File: config.mk
export PLATFORM = sky130hd
export DESIGN_NAME = cmcl_counter
export DESIGN_NICKNAME = d
export VERILOG_FILES = /design/src/rtl/cmcl_counter.v
export VERILOG_INCLUDE_DIRS = /design/src /design/src/rtl
export SDC_FILE = /design/constraint.sdc
export NUM_CORES = 1
export LEC_CHECK = 0
export ABC_AREA = 0
export BUFFER_PORTS_ARGS = -buffer_cell sky130_fd_sc_hd__buf_2
export CAP_MARGIN = 10
export CORE_ASPECT_RATIO = 0.7
export CORE_UTILIZATION = 56
export DETAILED_ROUTE_END_ITERATION = 12
export PLACE_DENSITY = 0.75
export SLEW_MARGIN = 20
export SYNTH_ARGS = -nofsm -noshare
export SYNTH_HDL_FRONTEND = slang
export SYNTH_SLANG_ARGS = --single-unit
File: constraint.sdc
create_clock -name i_mclk -period 7.8 [get_ports i_mclk]
set_input_delay 0.39 -clock i_mclk [delete_from_list [all_inputs] [get_ports i_mclk]]
set_output_delay 0.39 -clock i_mclk [all_outputs]
set_load 0.02 [all_outputs]
File: src/rtl/cmcl_map.vh
`ifndef CMCL_MAP_VH
`define CMCL_MAP_VH
// register byte addresses
`define CMCL_A_MODE    8'h00
`define CMCL_A_LOAD    8'h04
`define CMCL_A_HOLD    8'h08
`define CMCL_A_COUNT   8'h0C
`define CMCL_A_CMD     8'h10
`define CMCL_A_STATUS  8'h14
// mode register reset value and fields
`define CMCL_MODE_RST  16'h0800
`define CMCL_F_OUT_LO  0
`define CMCL_F_OUT_HI  2
`define CMCL_F_UP      3
`define CMCL_F_BCD     4
`define CMCL_F_REPEAT  5
`define CMCL_F_RELOAD  6
`define CMCL_F_SPECIAL 7
`define CMCL_F_SRC_LO  8
`define CMCL_F_SRC_HI  11
`define CMCL_F_POL     12
`define CMCL_F_GATE_LO 13
`define CMCL_F_GATE_HI 15
// output field codes
`define CMCL_OUT_LOW   3'h0
`define CMCL_OUT_TCH   3'h1
`define CMCL_OUT_TOG   3'h2
`define CMCL_OUT_OFF   3'h4
`define CMCL_OUT_TCL   3'h5
// gating field codes
`define CMCL_G_NONE    3'h0
`define CMCL_G_LOWTC   3'h1
`define CMCL_G_HIGHER  3'h2
`define CMCL_G_LOWER   3'h3
`define CMCL_G_OWNHI   3'h4
`define CMCL_G_OWNLO   3'h5
`define CMCL_G_EDGER   3'h6
`define CMCL_G_EDGEF   3'h7
// command register bits
`define CMCL_C_ARM     0
`define CMCL_C_LOAD    1
`define CMCL_C_LDARM   2
`define CMCL_C_DISSAVE 3
`define CMCL_C_SAVE    4
`define CMCL_C_DISARM  5
`define CMCL_C_SETOUT  6
`define CMCL_C_CLROUT  7
`define CMCL_C_STEP    8
// status register bits
`define CMCL_S_ARMED   0
`define CMCL_S_TC      1
`define CMCL_S_TOGGLE  2
`define CMCL_S_RETRIG  3
`define CMCL_S_RUN     4
// terminal-count precursors
`define CMCL_PRE_DOWN  16'h0001
`define CMCL_PRE_BCD   16'h9999
`define CMCL_PRE_BIN   16'hFFFF
`endif

File: src/rtl/cmcl_counter.v
// Overview of operation
// - output field picks off, driven low, high TC pulse, low TC pulse or toggle
// - terminal count follows the count from 0001 down, 9999 BCD up, FFFF binary up
// - terminal count lasts at most one source period regardless of gating or arming, unless the reload value is the pre-terminal value
// - every terminal count reloads the counter from the chosen load or hold register
// - toggled output flips on each trailing terminal-count edge
// - host set and clear output commands force the toggle flip-flop
// - counter at pre-terminal value is committed; retrigger or load cannot delay it
// - load before terminal count enters it at once; load during it ends it
// - during terminal count the next source edge counts even if disarmed or gated off
// - reload of pre-terminal value keeps terminal count and toggles on every count
// - independent up/down and BCD/binary bits combine with all other settings
// - repeat set runs until disarmed; clear disarms after one or two terminal counts
// - reload bit 0 reloads from load; 1 picks load/hold by gate or alternation
// - retrigger gate edge saves count to hold; next qualified edge loads load value
// - load or step after a retrigger edge acts as that edge and loads load value
// - with gating, special bit 0 blocks retriggering and 1 retriggers on gate edges
// - without gating, special bit 1 lets gate level pick hold or load for reload
// - polarity bit 0 counts rising source edges and 1 counts falling ones
// - four-bit field picks one of 16 inputs including lower neighbour terminal count
// - gating 000 runs freely, 100 counts on own gate high, 101 on own gate low
// - gating 010/011 use neighbour gates, 001 lower terminal count, counters wrap
// - gating 110/111 start on gate edge and run one cycle; repeat rearms on edge
// - mode register resets to 0800 hex
`timescale 1ns/1ps
`default_nettype none
`include "cmcl_map.vh"

module cmcl_counter #(
  parameter CTR_IDX = 0,                        // this counter's position, 0 to 4
  parameter NCTR    = 5                         // counters in the ring
) (
  input  wire        i_mclk,                    // system clock, 40 MHz
  input  wire        i_rstn,                    // synchronous reset, active low
  input  wire [7:0]  i_addr,                    // register byte address
  input  wire [15:0] i_wdata,                   // register write data
  input  wire        i_wr,                      // write strobe
  input  wire        i_rd,                      // read strobe
  output reg  [15:0] o_rdata,                   // read data, cycle after i_rd
  input  wire [4:0]  i_freq,                    // divided oscillator frequencies
  input  wire [4:0]  i_src_pins,                // source input pins
  input  wire [4:0]  i_gate_pins,               // gating pins of all counters
  input  wire        i_lower_tc,                // lower neighbour terminal count
  output reg         o_tc,                      // terminal count level
  output reg         o_out,                     // result pin level
  output reg         o_out_oe                   // result pin drive enable
);

  localparam HI_IDX = (CTR_IDX + 1) % NCTR;
  localparam LO_IDX = (CTR_IDX + NCTR - 1) % NCTR;

  function [15:0] cmcl_next;
    input [15:0] v;
    input        up;
    input        bcd;
    reg   [3:0]  d;
    reg          c;
    integer      i;
    begin
      cmcl_next = v;
      c = 1'b1;
      if (!bcd) begin
        cmcl_next = up ? v + 16'h0001 : v - 16'h0001;
      end else begin
        for (i = 0; i < 4; i = i + 1) begin
          d = v[i*4 +: 4];
          if (c) begin
            if (up) begin
              c = (d == 4'h9);
              d = c ? 4'h0 : d + 4'h1;
            end else begin
              c = (d == 4'h0);
              d = c ? 4'h9 : d - 4'h1;
            end
          end
          cmcl_next[i*4 +: 4] = d;
        end
      end
    end
  endfunction

  reg  [15:0] mode_q;
  reg  [15:0] load_q;
  reg  [15:0] hold_q;
  reg  [15:0] cnt_q;
  reg         tc_q;
  reg         tog_q;
  reg         armed_q;
  reg         dis_pend_q;
  reg         retrig_q;
  reg         run_q;
  reg         alt_q;
  reg  [1:0]  tcn_q;
  reg  [9:0]  s1_q;
  reg  [9:0]  s2_q;
  reg  [9:0]  s3_q;
  reg  [9:0]  stab_q;
  reg         src_prev_q;
  reg         gate_prev_q;

  wire [2:0]  out_f   = mode_q[`CMCL_F_OUT_HI:`CMCL_F_OUT_LO];
  wire        up      = mode_q[`CMCL_F_UP];
  wire        bcd     = mode_q[`CMCL_F_BCD];
  wire        rep     = mode_q[`CMCL_F_REPEAT];
  wire        rel_bit = mode_q[`CMCL_F_RELOAD];
  wire        spec    = mode_q[`CMCL_F_SPECIAL];
  wire [3:0]  src_f   = mode_q[`CMCL_F_SRC_HI:`CMCL_F_SRC_LO];
  wire        pol     = mode_q[`CMCL_F_POL];
  wire [2:0]  gate_f  = mode_q[`CMCL_F_GATE_HI:`CMCL_F_GATE_LO];

  wire [4:0]  src_s   = stab_q[4:0];
  wire [4:0]  gate_s  = stab_q[9:5];

  // command strobes
  wire        cmd_wr  = i_wr && (i_addr == `CMCL_A_CMD);
  wire        c_arm   = cmd_wr && (i_wdata[`CMCL_C_ARM] || i_wdata[`CMCL_C_LDARM]);
  wire        c_load  = cmd_wr && (i_wdata[`CMCL_C_LOAD] || i_wdata[`CMCL_C_LDARM]);
  wire        c_save  = cmd_wr && (i_wdata[`CMCL_C_SAVE] || i_wdata[`CMCL_C_DISSAVE]);
  wire        c_dis   = cmd_wr && (i_wdata[`CMCL_C_DISARM] || i_wdata[`CMCL_C_DISSAVE]);
  wire        c_set   = cmd_wr && i_wdata[`CMCL_C_SETOUT];
  wire        c_clr   = cmd_wr && i_wdata[`CMCL_C_CLROUT];
  wire        c_step  = cmd_wr && i_wdata[`CMCL_C_STEP];

  // count source selection and edge
  wire [15:0] src_vec = {gate_s[4:2], i_freq, gate_s[1:0], src_s, i_lower_tc};
  wire        src_lvl = src_vec[src_f];
  wire        src_edge = pol ? (src_prev_q && !src_lvl)
                             : (src_lvl && !src_prev_q);

  // gating signal at its active level
  reg         gate_lvl;
  always @* begin
    case (gate_f)
      `CMCL_G_LOWTC:  gate_lvl = i_lower_tc;
      `CMCL_G_HIGHER: gate_lvl = gate_s[HI_IDX];
      `CMCL_G_LOWER:  gate_lvl = gate_s[LO_IDX];
      `CMCL_G_OWNHI:  gate_lvl = gate_s[CTR_IDX];
      `CMCL_G_OWNLO:  gate_lvl = !gate_s[CTR_IDX];
      `CMCL_G_EDGER:  gate_lvl = gate_s[CTR_IDX];
      `CMCL_G_EDGEF:  gate_lvl = !gate_s[CTR_IDX];
      default:        gate_lvl = 1'b1;
    endcase
  end

  wire        edge_mode = (gate_f == `CMCL_G_EDGER) || (gate_f == `CMCL_G_EDGEF);
  wire        gate_edge = gate_lvl && !gate_prev_q && (gate_f != `CMCL_G_NONE);
  wire        gate_ok   = (gate_f == `CMCL_G_NONE) ? 1'b1 :
                          edge_mode ? run_q : gate_lvl;
  wire        retrig_en = (gate_f != `CMCL_G_NONE) && spec;

  // reload source
  wire        by_gate = (gate_f == `CMCL_G_NONE) && spec;
  wire        use_hold = rel_bit && (by_gate ? gate_s[CTR_IDX] : alt_q);
  wire [15:0] reload  = use_hold ? hold_q : load_q;

  wire [15:0] pre_val = !up ? `CMCL_PRE_DOWN :
                        bcd ? `CMCL_PRE_BCD : `CMCL_PRE_BIN;
  wire        commit  = (cnt_q == pre_val);

  // while in terminal count any source edge counts
  wire        src_cnt = src_edge && ((armed_q && gate_ok) || tc_q);
  wire        cnt_ev  = src_cnt || c_step;
  wire        any_ev  = cnt_ev || c_load;
  wire        tc_d    = any_ev ? commit : tc_q;
  wire        tc_fall = tc_q && any_ev;
  wire [1:0]  tc_need = rel_bit ? 2'h2 : 2'h1;
  wire        cyc_end = tc_fall && (tcn_q == tc_need);
  wire        dis_now = tc_fall && (dis_pend_q || c_dis || (cyc_end && !rep));

  // input synchronisers: stable once stages two and three agree
  always @(posedge i_mclk) begin
    if (!i_rstn) begin
      s1_q   <= 10'h000;
      s2_q   <= 10'h000;
      s3_q   <= 10'h000;
      stab_q <= 10'h000;
    end else begin
      s1_q   <= {i_gate_pins, i_src_pins};
      s2_q   <= s1_q;
      s3_q   <= s2_q;
      stab_q <= (s2_q & s3_q) | (stab_q & (s2_q ^ s3_q));
    end
  end

  always @(posedge i_mclk) begin
    if (!i_rstn) begin
      mode_q      <= `CMCL_MODE_RST;
      load_q      <= 16'h0000;
      hold_q      <= 16'h0000;
      cnt_q       <= 16'h0000;
      tc_q        <= 1'b0;
      tog_q       <= 1'b0;
      armed_q     <= 1'b0;
      dis_pend_q  <= 1'b0;
      retrig_q    <= 1'b0;
      run_q       <= 1'b0;
      alt_q       <= 1'b0;
      tcn_q       <= 2'h0;
      src_prev_q  <= 1'b0;
      gate_prev_q <= 1'b0;
    end else begin
      src_prev_q  <= src_lvl;
      gate_prev_q <= gate_lvl;
      if (i_wr && i_addr == `CMCL_A_MODE)
        mode_q <= i_wdata;
      if (i_wr && i_addr == `CMCL_A_LOAD)
        load_q <= i_wdata;

      // counting path
      if (any_ev) begin
        if (commit) begin
          cnt_q    <= reload;
          retrig_q <= 1'b0;
          alt_q    <= !alt_q;
          if (tcn_q != tc_need)
            tcn_q <= tcn_q + 2'h1;
        end else if (retrig_q) begin
          cnt_q    <= load_q;
          retrig_q <= 1'b0;
        end else if (c_load) begin
          cnt_q    <= reload;
        end else begin
          cnt_q    <= cmcl_next(cnt_q, up, bcd);
        end
      end
      tc_q <= tc_d;

      // hold register: software write, save commands, retrigger capture
      if (retrig_en && gate_edge && armed_q && !commit) begin
        hold_q   <= cnt_q;
        retrig_q <= 1'b1;
      end else if (c_save) begin
        hold_q <= cnt_q;
      end else if (i_wr && i_addr == `CMCL_A_HOLD) begin
        hold_q <= i_wdata;
      end

      // toggle flip-flop
      if (c_set)
        tog_q <= 1'b1;
      else if (c_clr)
        tog_q <= 1'b0;
      else if (tc_fall)
        tog_q <= !tog_q;

      // edge gated run window
      if (edge_mode && gate_edge && armed_q)
        run_q <= 1'b1;
      else if (cyc_end || !edge_mode)
        run_q <= 1'b0;

      if (cyc_end)
        tcn_q <= 2'h0;

      // arming
      if (c_arm) begin
        armed_q    <= 1'b1;
        dis_pend_q <= 1'b0;
        alt_q      <= 1'b1;
        tcn_q      <= 2'h0;
      end else if (dis_now) begin
        armed_q    <= 1'b0;
        dis_pend_q <= 1'b0;
      end else if (c_dis) begin
        if (tc_q)
          dis_pend_q <= 1'b1;
        else
          armed_q <= 1'b0;
      end
    end
  end

  // outputs and read data
  always @(posedge i_mclk) begin
    if (!i_rstn) begin
      o_rdata  <= 16'h0000;
      o_tc     <= 1'b0;
      o_out    <= 1'b0;
      o_out_oe <= 1'b1;
    end else begin
      o_tc     <= tc_d;
      o_out_oe <= (out_f != `CMCL_OUT_OFF);
      case (out_f)
        `CMCL_OUT_TCH: o_out <= tc_d;
        `CMCL_OUT_TCL: o_out <= !tc_d;
        `CMCL_OUT_TOG: o_out <= tog_q;
        default:       o_out <= 1'b0;
      endcase
      o_rdata <= 16'h0000;
      if (i_rd) begin
        case (i_addr)
          `CMCL_A_MODE:   o_rdata <= mode_q;
          `CMCL_A_LOAD:   o_rdata <= load_q;
          `CMCL_A_HOLD:   o_rdata <= hold_q;
          `CMCL_A_COUNT:  o_rdata <= cnt_q;
          `CMCL_A_STATUS: o_rdata <= {11'h000, run_q, retrig_q, tog_q, tc_q, armed_q};
          default:        o_rdata <= 16'h0000;
        endcase
      end
    end
  end

endmodule // cmcl_counter
`default_nettype wire

## Yosys cells after proc, flatten, opt, wreduce, memory -nomap -nowiden

Index checks and enable logic that the tools add are counted.
Widths: inputs -> output; s select.

| word-level totals | value |
|---|---|
| bits in registers | 133 |
| output and inout bits | 19 |
| logic and storage cells | 218 |

| operators by class | value |
|---|---|
| add/sub/neg operators | 11 |
| $lt $le $gt $ge | 1 |
| equal/unequal tests | 27 |
| muxes and demuxes | 74 |
| bitwise logic cells | 5 |
| reductions and logical operators | 76 |

Operators with widths:

| kind | count |
|---|---|
| $mux 16 | 10 |
| $pmux 16 s5 | 1 |
| $mux 4 | 15 |
| $mux 1 | 43 |
| $logic_and 1x1->1 | 29 |
| $and 10x10->10 | 2 |
| $add 16x1->16 const B | 1 |
| $add 4x1->4 const B | 4 |
| $eq 16x16->1 | 1 |
| $eq 4x4->1 const B | 4 |
| $eq 8x4->1 const B | 2 |
| $eq 8x5->1 const B | 2 |
| $logic_not 4->1 | 4 |
| $sub 16x1->16 const B | 1 |
| $sub 4x1->4 const B | 4 |
| $eq 3x3->1 const B | 5 |
| $mux 15 | 1 |
| $ne 5x1->1 const B | 3 |
| $reduce_and 2->1 | 7 |
| $reduce_bool 3->1 | 4 |
| $logic_or 1x1->1 | 11 |
| $logic_not 1->1 | 10 |
| $or 10x10->10 | 1 |
| $xor 10x10->10 | 1 |
| 20 further kinds | 28 |

## Depth between registers and ports, before layout

Gate-level depths: netlist of the first run.

| depth | value |
|---|---|
| depth after elaboration | 31 |
| mapped depth | 13 |
| gate-level depth less buffers | 9 |

## Worst setup path before layout of the first run

Ideal clock, no wire load.

| timing | value |
|---|---|
| path type | reg-to-reg |
| start | register mode_q[3] |
| end | register cnt_q[1] |
| arrival time | 2928 ps |
| required time | 7679 ps |
| setup slack | 4752 ps |
| stages on the path, launching flop included | 13 |
| buffers on the path | 3 |
| period minus slack after synthesis | 3048 ps |
| cells stage by stage | dfxtp_1 > buf_4 > inv_1 > ha_1 > clkbuf_1 > nand2_1 > nor4_1 > a21bo_2 > buf_2 > a21oi_4 > mux2_2 > a211oi_1 > nor3_1 |

| between the ends | value |
|---|---|
| longest elaborated chain between the ends | 5 |

RTL lines:

| what | line | text |
|---|---|---|
| start: declaration | cmcl_counter.v:82 | `reg [15:0] mode_q;` |
| start signal: assignment | cmcl_counter.v:187 | `` mode_q <= `CMCL_MODE_RST; `` |
| start signal: assignment | cmcl_counter.v:205 | `mode_q <= i_wdata;` |
| $mux 16 or $mux 4 (tied branches) | cmcl_counter.v:63, cmcl_counter.v:68 |  |
| $mux 16 | cmcl_counter.v:62 | `if (!bcd) begin` |
| $mux 16 | cmcl_counter.v:220 | `end else if (c_load) begin` |
| $mux 16 | cmcl_counter.v:217 | `end else if (retrig_q) begin` |
| $mux 16 (*) | cmcl_counter.v:211 | `if (commit) begin` |
| end signal: assignment | cmcl_counter.v:212 | `cnt_q <= reload;` |
| end signal: assignment | cmcl_counter.v:218 | `cnt_q <= load_q;` |
| end signal: assignment | cmcl_counter.v:221 | `cnt_q <= reload;` |
| end: declaration | cmcl_counter.v:85 | `reg [15:0] cnt_q;` |

Mark *: on every way between the ends. The rest lies on a longest branch, timed or not.
A chain may end at the register's enable or synchronous reset.

## Worst setup path in the final report of the first run

| timing | value |
|---|---|
| start | register mode_q[3] |
| end | register cnt_q[3] |

Same word-level chain as after synthesis.

==> results of run 1 <==
==> worst paths after layout <==
kind	slack (ps)	startpoint	end	cells past startpoint
setup reg to reg	3750	mode_q[3]	cnt_q[3]	10
setup / recovery	3750	mode_q[3]	cnt_q[3]	10
hold / removal	180	i_gate_pins[4]	s1_q[9]	2
hold reg to reg	430	s1_q[8]	s2_q[8]	1
==> stage by stage <==
stage	hold slack (ps)	instance area, µm²	total power [µW]	std cells	utilization [%]
floorplan	409	7830	742	944	-
global placement	413	8070	766	1122	60.3
detailed placement	417	8070	767	1122	60.3
CTS	177	8670	1550	1154	64.7
global route	171	8680	1590	1154	64.7
finish	180	8680	1550	1154	64.7
==> layer usage <==
layer | routed length (µm) | vias up
li1 | - | 3472
met1 | 10200 | 3413
met2 | 8880 | 420
met3 | 2280 | 36
met4 | 375 | 0
met5 | 0 | -
==> cell type report <==
cell class | instances | area share (%)
clock inverter | 9 | 1.07
clock buffer | 23 | 5.86
multi-input combinational | 716 | 54.7
timing repair buffer | 69 | 4.18
inverter | 19 | 0.822
tap | 185 | 2.67
sequential | 133 | 30.7
==> Yosys cell counts (4+ instances only) <==
library cell,count,area share [%]
dfxtp_1,133,34
nor2_1,111,5.3
nand2_1,78,3.7
a21oi_1,72,4.6
clkbuf_1,55,2.6
mux2i_1,47,6.0
o21ai_0,45,2.9
nand3_1,39,2.5
and2_1,38,3.0
a211oi_1,32,3.1
ha_1,24,3.8
a22oi_1,19,1.8
inv_1,18,0.86
nor3_1,16,1.0
mux2_2,13,1.9
buf_2,10,0.64
mux4_2,10,2.9
o211ai_1,10,0.96
xnor2_1,10,1.1
xor2_1,9,1.0
a211o_1,8,0.89
a31oi_1,8,0.64
nand2b_1,8,0.64
nor4_1,7,0.56
a21o_1,6,0.58
nand4_1,6,0.48
nor3b_1,6,0.58
o22ai_1,6,0.48
and3_1,5,0.40
o21bai_1,5,0.48
a2111oi_0,4,0.45
buf_6,4,0.58
nand4b_1,4,0.45
nor2b_1,4,0.32
o2111ai_1,4,0.45
==> worst register-to-register path, delay by kind of cell, from the launching register on <==
kind / cells / cell delay, ps
and+or+nand+nor: 5 / 1240
DFF: 1 / 300
AOI/OAI and AO/OA: 2 / 980
adders and majority gates: 1 / 600
buffers and inverters: 2 / 820
==> power groups by stage <==
stage | logic, µW | clock network [µW] | registers (µW)
after global routing | 68.4 | 835 | 691
after global placement | 60.7 | 0 | 705
after detailed placement | 61.3 | 0 | 705
final | 62.7 | 796 | 691
after floorplan | 37.9 | 0 | 704
after CTS | 61.9 | 796 | 691
==> sequential cells by signal, indices dropped and copies added (netlist names), 2 cells and up <==
register and flops:
load_q 16, s3_q 10, mode_q 16, s2_q 10
hold_q 16, s1_q 10, stab_q 10, o_rdata 16
cnt_q 16, tcn_q 2
==> kinds of logic (layout without fill, tap and decap cells) <==
kind of cell    Yosys count  count (layout)
fa+ha+maj                25              25
flops                   133             133
simple gates            338             338
compound gates          263             263
xor+xnor                 19              19
buf+inv                  95             120
mux                      71              71
==> flow_summary.ini, run 1 <==
[worst_hold_path]
hp-class = in -> reg

[outcome]
status = completed

[clock_network]
root_buffer = clkbuf_16
clk_pin_slew_ps = 60
ctsResizeCount = 0
cts_buffers = 17
clock_tree.buffer_depth = 2
h-tree-depth = 4
cts_hold_buf = 0
clock-sinks = 133
post_cts_buffers = 0
clk_latency_ps = 420
cts_tree = done

[power]
switching_share_pct = 22.4
pwr-share-comb_pct = 4.0
p_per_area_nw_per_um2 = 179
power.share.clock_pct = 51.4
leakage_uw = 0.00349
p_sw_uw = 347
seq_power_share_pct = 44.6
ir_worst_vdd_mv = 0.172
intPower_uw = 1200

[timing]
setup_viol = 0
fin_crit_sh_pct = 52.0
timing.final.crit_period_ps = 4050
final_hold_viol_count = 0
rsz0062_at_grt = false
setup_tns_ps = 0
fin_ws_ps = 3750
drv_slew = 0
slew_headroom_pct = 23.9
fmax_ghz = 0.247
skew_ps = 8.01
tightest_slew_ps = 1140

[placement]
hpwl_um = 15400
place_worst_setup_slack_ps = 3760
portBuffers = 62
routabilityCongestion = 0.953

[setup_path]
critPathKind = reg -> reg
worst_path_largest_cell_delay_ps = 630
crit_required_ps = 8090
critPathBufInv = 2
crit_fanout = 46
crit_family = simple AND/OR/NAND/NOR gates
cp_common_cell = nor2_1
critPathSlowestCell = a21boi_2
cp-end-kind = register
worstPathCellList = buf_4 -> inv_1 -> ha_1 -> nand2_1 -> nor4_1 -> a21boi_2 -> nor2_1 -> and3_1 -> a2111oi_0 -> nor2_1
critPathLaunchType = register
worstPathArrival_ps = 4350

[floorplan]
io_pins = 63
num_rows = 35
initial_core_util_pct = 58.4
core_um2 = 13400
die_w_um = 143
die_area_um2 = 14500
die_y_um = 101

[cells_and_area]
final_common_cell = dfxtp_1
diodes = 0
final_cell_mix = dfxtp_1 (133), nor2_1 (111), nand2_1 (78)
drive_gt1_share_pct = 14.4
fillers = 1137
area_growth_pct = 10.8
multi_input_area_um2 = 4750
seqCellArea_um2 = 2660
fin_nets = 1025

[global_route]
grt_pass1_vias = 6526
antenna_found_initial = 0
grt_max_degree = 74
gr-usage-met1_pct = 46.0
grt_use_total_pct = 31.4
use_met2_pct = 45.9
grt_first_pass_wirelength_um = 34800
busiest_layer = met1
grt_overflow = 0
grtUsageMet3_pct = 6.32

[synth]
ys_async_sr_fraction_pct = 0
synth_edf_count = 0
synthSimpleGateAreaFrac_pct = 20.8
synth-seq-cells = 133
yosys_most_used_dff = dfxtp_1
synth_compound_area_share_pct = 22.5
yosysWarnings = 0
synthMuxAreaShare_pct = 11.0
ys_types = 79
syn_area_um2 = 7830
synth-xor-area-share_pct = 2.13
yosys.area_share.adder_pct = 4.09
seq_area_frac_synth_pct = 34.0
synth_top_family_by_area = compound AO/OA/AOI/OAI gates
synth_area_per_cell_um2 = 8.29
synth_cells = 944
synth_nets = 1013

[routing]
vias = 7341
drt_wl_total_um = 21700
vias_per_cell = 6.36
routedWlPerCell_um = 18.8
drt_iter0_markers = 880
drc = 0
first_pass_iters = 5
ant_nets = 0

[flow_run]
cap_violations = 0
Note: power is estimated with default switching activity, not from simulation.
==> run 2: changes to the inputs <==
- CORE_UTILIZATION: 56 -> 55
- PLACE_DENSITY: 0.75 -> 0.77
- clock period: 7.8 -> 3.5 ns (I/O delays scaled with it)
==> flow_summary.ini, run 2 (synthesis gave the netlist of run 1 again) <==
[setup_path]
critPathKind = reg -> reg
reg2reg_slack_ps = 320
crit_fanout = 7
cp-end-kind = register
crit_required_ps = 3840
worstPathArrival_ps = 3520
critPathLaunchType = register

[clock_network]
clock-sinks = 133
clock_tree.buffer_depth = 2
clk_latency_ps = 420
cts_buffers = 17
h-tree-depth = 4
post_cts_buffers = 0
cts_tree = done
root_buffer = clkbuf_16
ctsResizeCount = 0
clk_pin_slew_ps = 70

[routing]
routedWlPerCell_um = 19.4
drc = 0
drt_wl_total_um = 23100
ant_nets = 0
vias_per_cell = 6.39
vias = 7608
first_pass_iters = 7
drt_iter0_markers = 937

[power]
switching_share_pct = 24.4
pwr-share-comb_pct = 4.5
leakage_uw = 0.00364
ir_worst_vdd_mv = 0.363
power.share.clock_pct = 52.0
p_per_area_nw_per_um2 = 394
seq_power_share_pct = 43.5
p_sw_uw = 861
intPower_uw = 2670

[outcome]
status = completed

[floorplan]
die_area_um2 = 14700
die_y_um = 102
io_pins = 63
num_rows = 36
initial_core_util_pct = 56.3
die_w_um = 145
core_um2 = 13900

[global_route]
grt_max_degree = 46
use_met2_pct = 48.3
grt_pass1_vias = 6991
busiest_layer = met2
grtUsageMet3_pct = 8.20
grt_overflow = 0
grt_use_total_pct = 32.7
grt_first_pass_wirelength_um = 37000
gr-usage-met1_pct = 47.4
antenna_found_initial = 0

[timing]
setup_viol = 0
drv_slew = 0
setup_tns_ps = 0
fmax_ghz = 0.315
rsz0062_at_grt = false
slew_headroom_pct = 38.0
timing.final.crit_period_ps = 3180
tightest_slew_ps = 926
final_hold_viol_count = 0
skew_ps = 12.6
fin_crit_sh_pct = 90.8

[cells_and_area]
seqCellArea_um2 = 2660
area_growth_pct = 14.6
fin_nets = 1056
final_cell_mix = dfxtp_1 (133), nor2_1 (111), nand2_1 (78)
multi_input_area_um2 = 4750
diodes = 0
final_common_cell = dfxtp_1
final_util_pct = 64.5
drive_gt1_share_pct = 16.0
fillers = 1137

[flow_run]
cap_violations = 0

[placement]
portBuffers = 62
hpwl_um = 16200
routabilityCongestion = 0.926

[worst_hold_path]
hp-class = in -> reg
-- run 2: changes by cell type in the layout (fill, tap and decap cells not counted), moves of 2 or more --
cell,previous run,this run
dlygate4sd3_1,0,10
buf_4,7,26
clkbuf_8,6,0
buf_12,0,2
inv_8,0,5
inv_6,1,3
-- run 2: power groups by stage --
stage / registers, µW / logic, µW / clock network [µW]
3_5_place_dp: 1570 / 144 / 0
5_1_grt: 1540 / 170 / 1920
3_3_place_gp: 1570 / 142 / 0
4_1_cts: 1540 / 154 / 1840
6_report: 1540 / 159 / 1840
2_1_floorplan: 1570 / 84.5 / 0
-- run 2: repair_timing --
action,CTS,global route
hold endpoints to repair,10,0
hold buffers,10,0
setup endpoints to repair,0,0
-- run 2: layout make-up --
class                   instances  area share (%)
well taps                     190            2.65
multi-input cells             716            52.9
clock buffers                  17            4.74
inverters                      19           0.795
flip-flops and latches        133            29.7
clock inverters                15            2.04
repair buffers                100            7.20
-- run 2: through the flow --
stage | setup WS (ps) | hold slack, ps | total power [µW] | instance area (µm²) | cells
finish | 321 | 24.0 | 3540 | 8970 | 1190
global route | 203 | 38.3 | 3630 | 8970 | 1190
CTS | 402 | 24.0 | 3540 | 8970 | 1190
detailed placement | 480 | 384 | 1720 | 8260 | 1148
global placement | 513 | 381 | 1710 | 8260 | 1148
floorplan | 452 | 300 | 1650 | 7830 | 944
-- run 2: worst paths after layout --
check,start,end,cells past startpoint
worst min-delay path,i_wdata[12],load_q[12],3
worst max-delay path,mode_q[11],tcn_q[0],7
worst max register to register,mode_q[11],tcn_q[0],7
worst min register to register,s1_q[4],s2_q[4],1
-- run 2: critical path: stages, from the launching register on --
cell,delay (ps)
dfxtp_1,510
mux4_2,560
mux2i_1,260
mux2i_1,500
or3_1,370
nand2_1,240
or4_1,510
a21oi_1,150
-- run 2: layer usage --
metal	vias to the layer above	wire length [µm]
met4	0	324
met3	40	2640
met5	-	0
li1	3530	-
met1	3582	10300
met2	456	9730
==> run 3: changes to the inputs <==
- RECOVER_POWER: default -> 25
- SKIP_LAST_GASP: default -> 1
==> flow_summary.ini, run 3 (synthesis gave the netlist of run 1 again) <==
[cells_and_area]
drive_gt1_share_pct = 15.7
final_common_cell = dfxtp_1
diodes = 0
final_cell_mix = dfxtp_1 (133), nor2_1 (111), nand2_1 (78)
area_growth_pct = 14.5
fillers = 1140
fin_nets = 1056

[worst_hold_path]
hp-class = in -> reg
hold_end = load_q[12]
min_from = i_wdata[12]
hold_path_depth = 3

[timing]
fin_crit_sh_pct = 92.6
rsz0062_at_grt = false
fin_hold_ws_ps = 23.6
fmax_ghz = 0.309
setup_tns_ps = 0
tightest_slew_ps = 1190
final_hold_viol_count = 0
timing.final.crit_period_ps = 3240
skew_ps = 11.6
drv_slew = 0
slew_headroom_pct = 21.0
setup_viol = 0

[routing]
drt_iter0_markers = 1002
drc = 0
drt_wl_total_um = 23000
wl_met1_um = 10300
vias = 7672
topRoutingLayerUsed = met4
wl_met2_um = 9600
ant_nets = 0
vias_per_cell = 6.45
wl_met3_um = 2620
first_pass_iters = 6
routedWlPerCell_um = 19.3

[power]
leakage_uw = 0.00363
seq_power_share_pct = 43.5
ir_worst_vdd_mv = 0.364
switching_share_pct = 24.3
power.share.clock_pct = 52.0
intPower_uw = 2670
p_per_area_nw_per_um2 = 394
pwr-share-comb_pct = 4.5
p_sw_uw = 860

[setup_path]
critPathBufInv = 0
r2r_cells = 7
critPathKind = reg -> reg
worstPathArrival_ps = 3580
reg2reg_from = mode_q[11]
critPathLaunchType = register
worst_path_largest_cell_delay_ps = 560
cp_common_cell = mux2i_1
cp-end-kind = register
crit_required_ps = 3840
r2r-end = tcn_q[0]
worstPathCellList = mux4_2 -> mux2i_1 -> mux2i_1 -> or3_1 -> nand2_1 -> or4_1 -> a21oi_1
reg2reg_slack_ps = 260
crit_family = multiplexers
crit_fanout = 7
critPathSlowestCell = mux4_2

[placement]
routabilityCongestion = 0.926
portBuffers = 62
hpwl_um = 16200

[global_route]
grt_max_degree = 46
grt_first_pass_wirelength_um = 37000
grt_use_total_pct = 32.7
grt_pass1_vias = 6991
grt_overflow = 0
antenna_found_initial = 0

[clock_network]
clock-sinks = 133
post_cts_buffers = 0
ctsResizeCount = 0
root_buffer = clkbuf_16
cts_buffers = 17
clock_tree.buffer_depth = 2
cts_tree = done
clk_latency_ps = 420
h-tree-depth = 4
clk_pin_slew_ps = 70
cts_hold_buf = 10

[floorplan]
initial_core_util_pct = 56.3
num_rows = 36
die_area_um2 = 14700
die_w_um = 145
die_y_um = 102
io_pins = 63
core_um2 = 13900

[outcome]
status = completed

[flow_run]
cap_violations = 0
## run 3: worst max path at each step
stage	start	end	depth (start not counted)
global placement	mode_q[11]	tcn_q[0]	7
CTS	mode_q[11]	tcn_q[0]	7
detailed placement	mode_q[11]	tcn_q[0]	7
global route	mode_q[11]	tcn_q[0]	7
floorplan	mode_q[3]	cnt_q[1]	12
finish	mode_q[11]	tcn_q[0]	7
## run 3: layer usage
layer  GRT usage, %  vias to the layer above
li1               -                     3542
met1           47.4                     3604
met2           48.3                      463
met3           8.20                       63
met4           8.50                        0
met5              0                        -
## run 3: power by group through the flow
| stage | Clock (µW) | Sequential [µW] | Combinational [µW] |
|---|---|---|---|
| 2_1_floorplan | 0 | 1570 | 84.5 |
| 3_3_place_gp | 0 | 1570 | 142 |
| 3_5_place_dp | 0 | 1570 | 144 |
| 4_1_cts | 1840 | 1540 | 154 |
| 5_1_grt | 1920 | 1540 | 169 |
| 6_report | 1840 | 1540 | 159 |
## run 3: final cells by class
cell class                 count  area (µm²)  share of cell area [%]
tap                          190         238                    2.65
clock inverter                15         183                    2.04
multi-input combinational    716        4750                    52.9
sequential                   133        2660                    29.7
inverter                      19        71.3                   0.795
timing repair buffer         100         641                    7.14
clock buffer                  17         425                    4.74
## run 3: per-stage QoR
stage                     util (%)  total power (µW)  setup WS, ps  cells  instance area, µm²
after floorplan                  -              1650           452    944                7830
after global placement        59.4              1710           513   1148                8260
after detailed placement      59.4              1720           480   1148                8260
after CTS                     64.5              3540           402   1190                8970
after global routing          64.4              3630           200   1190                8970
final                         64.4              3530           259   1190                8970
## run 3: worst register-to-register path, delay by kind of cell (launching register included)
family,cells,cell delay (ps)
and+or+nand+nor,3,1140
AOI/OAI and AO/OA,1,170
DFF,1,510
muxes,3,1340
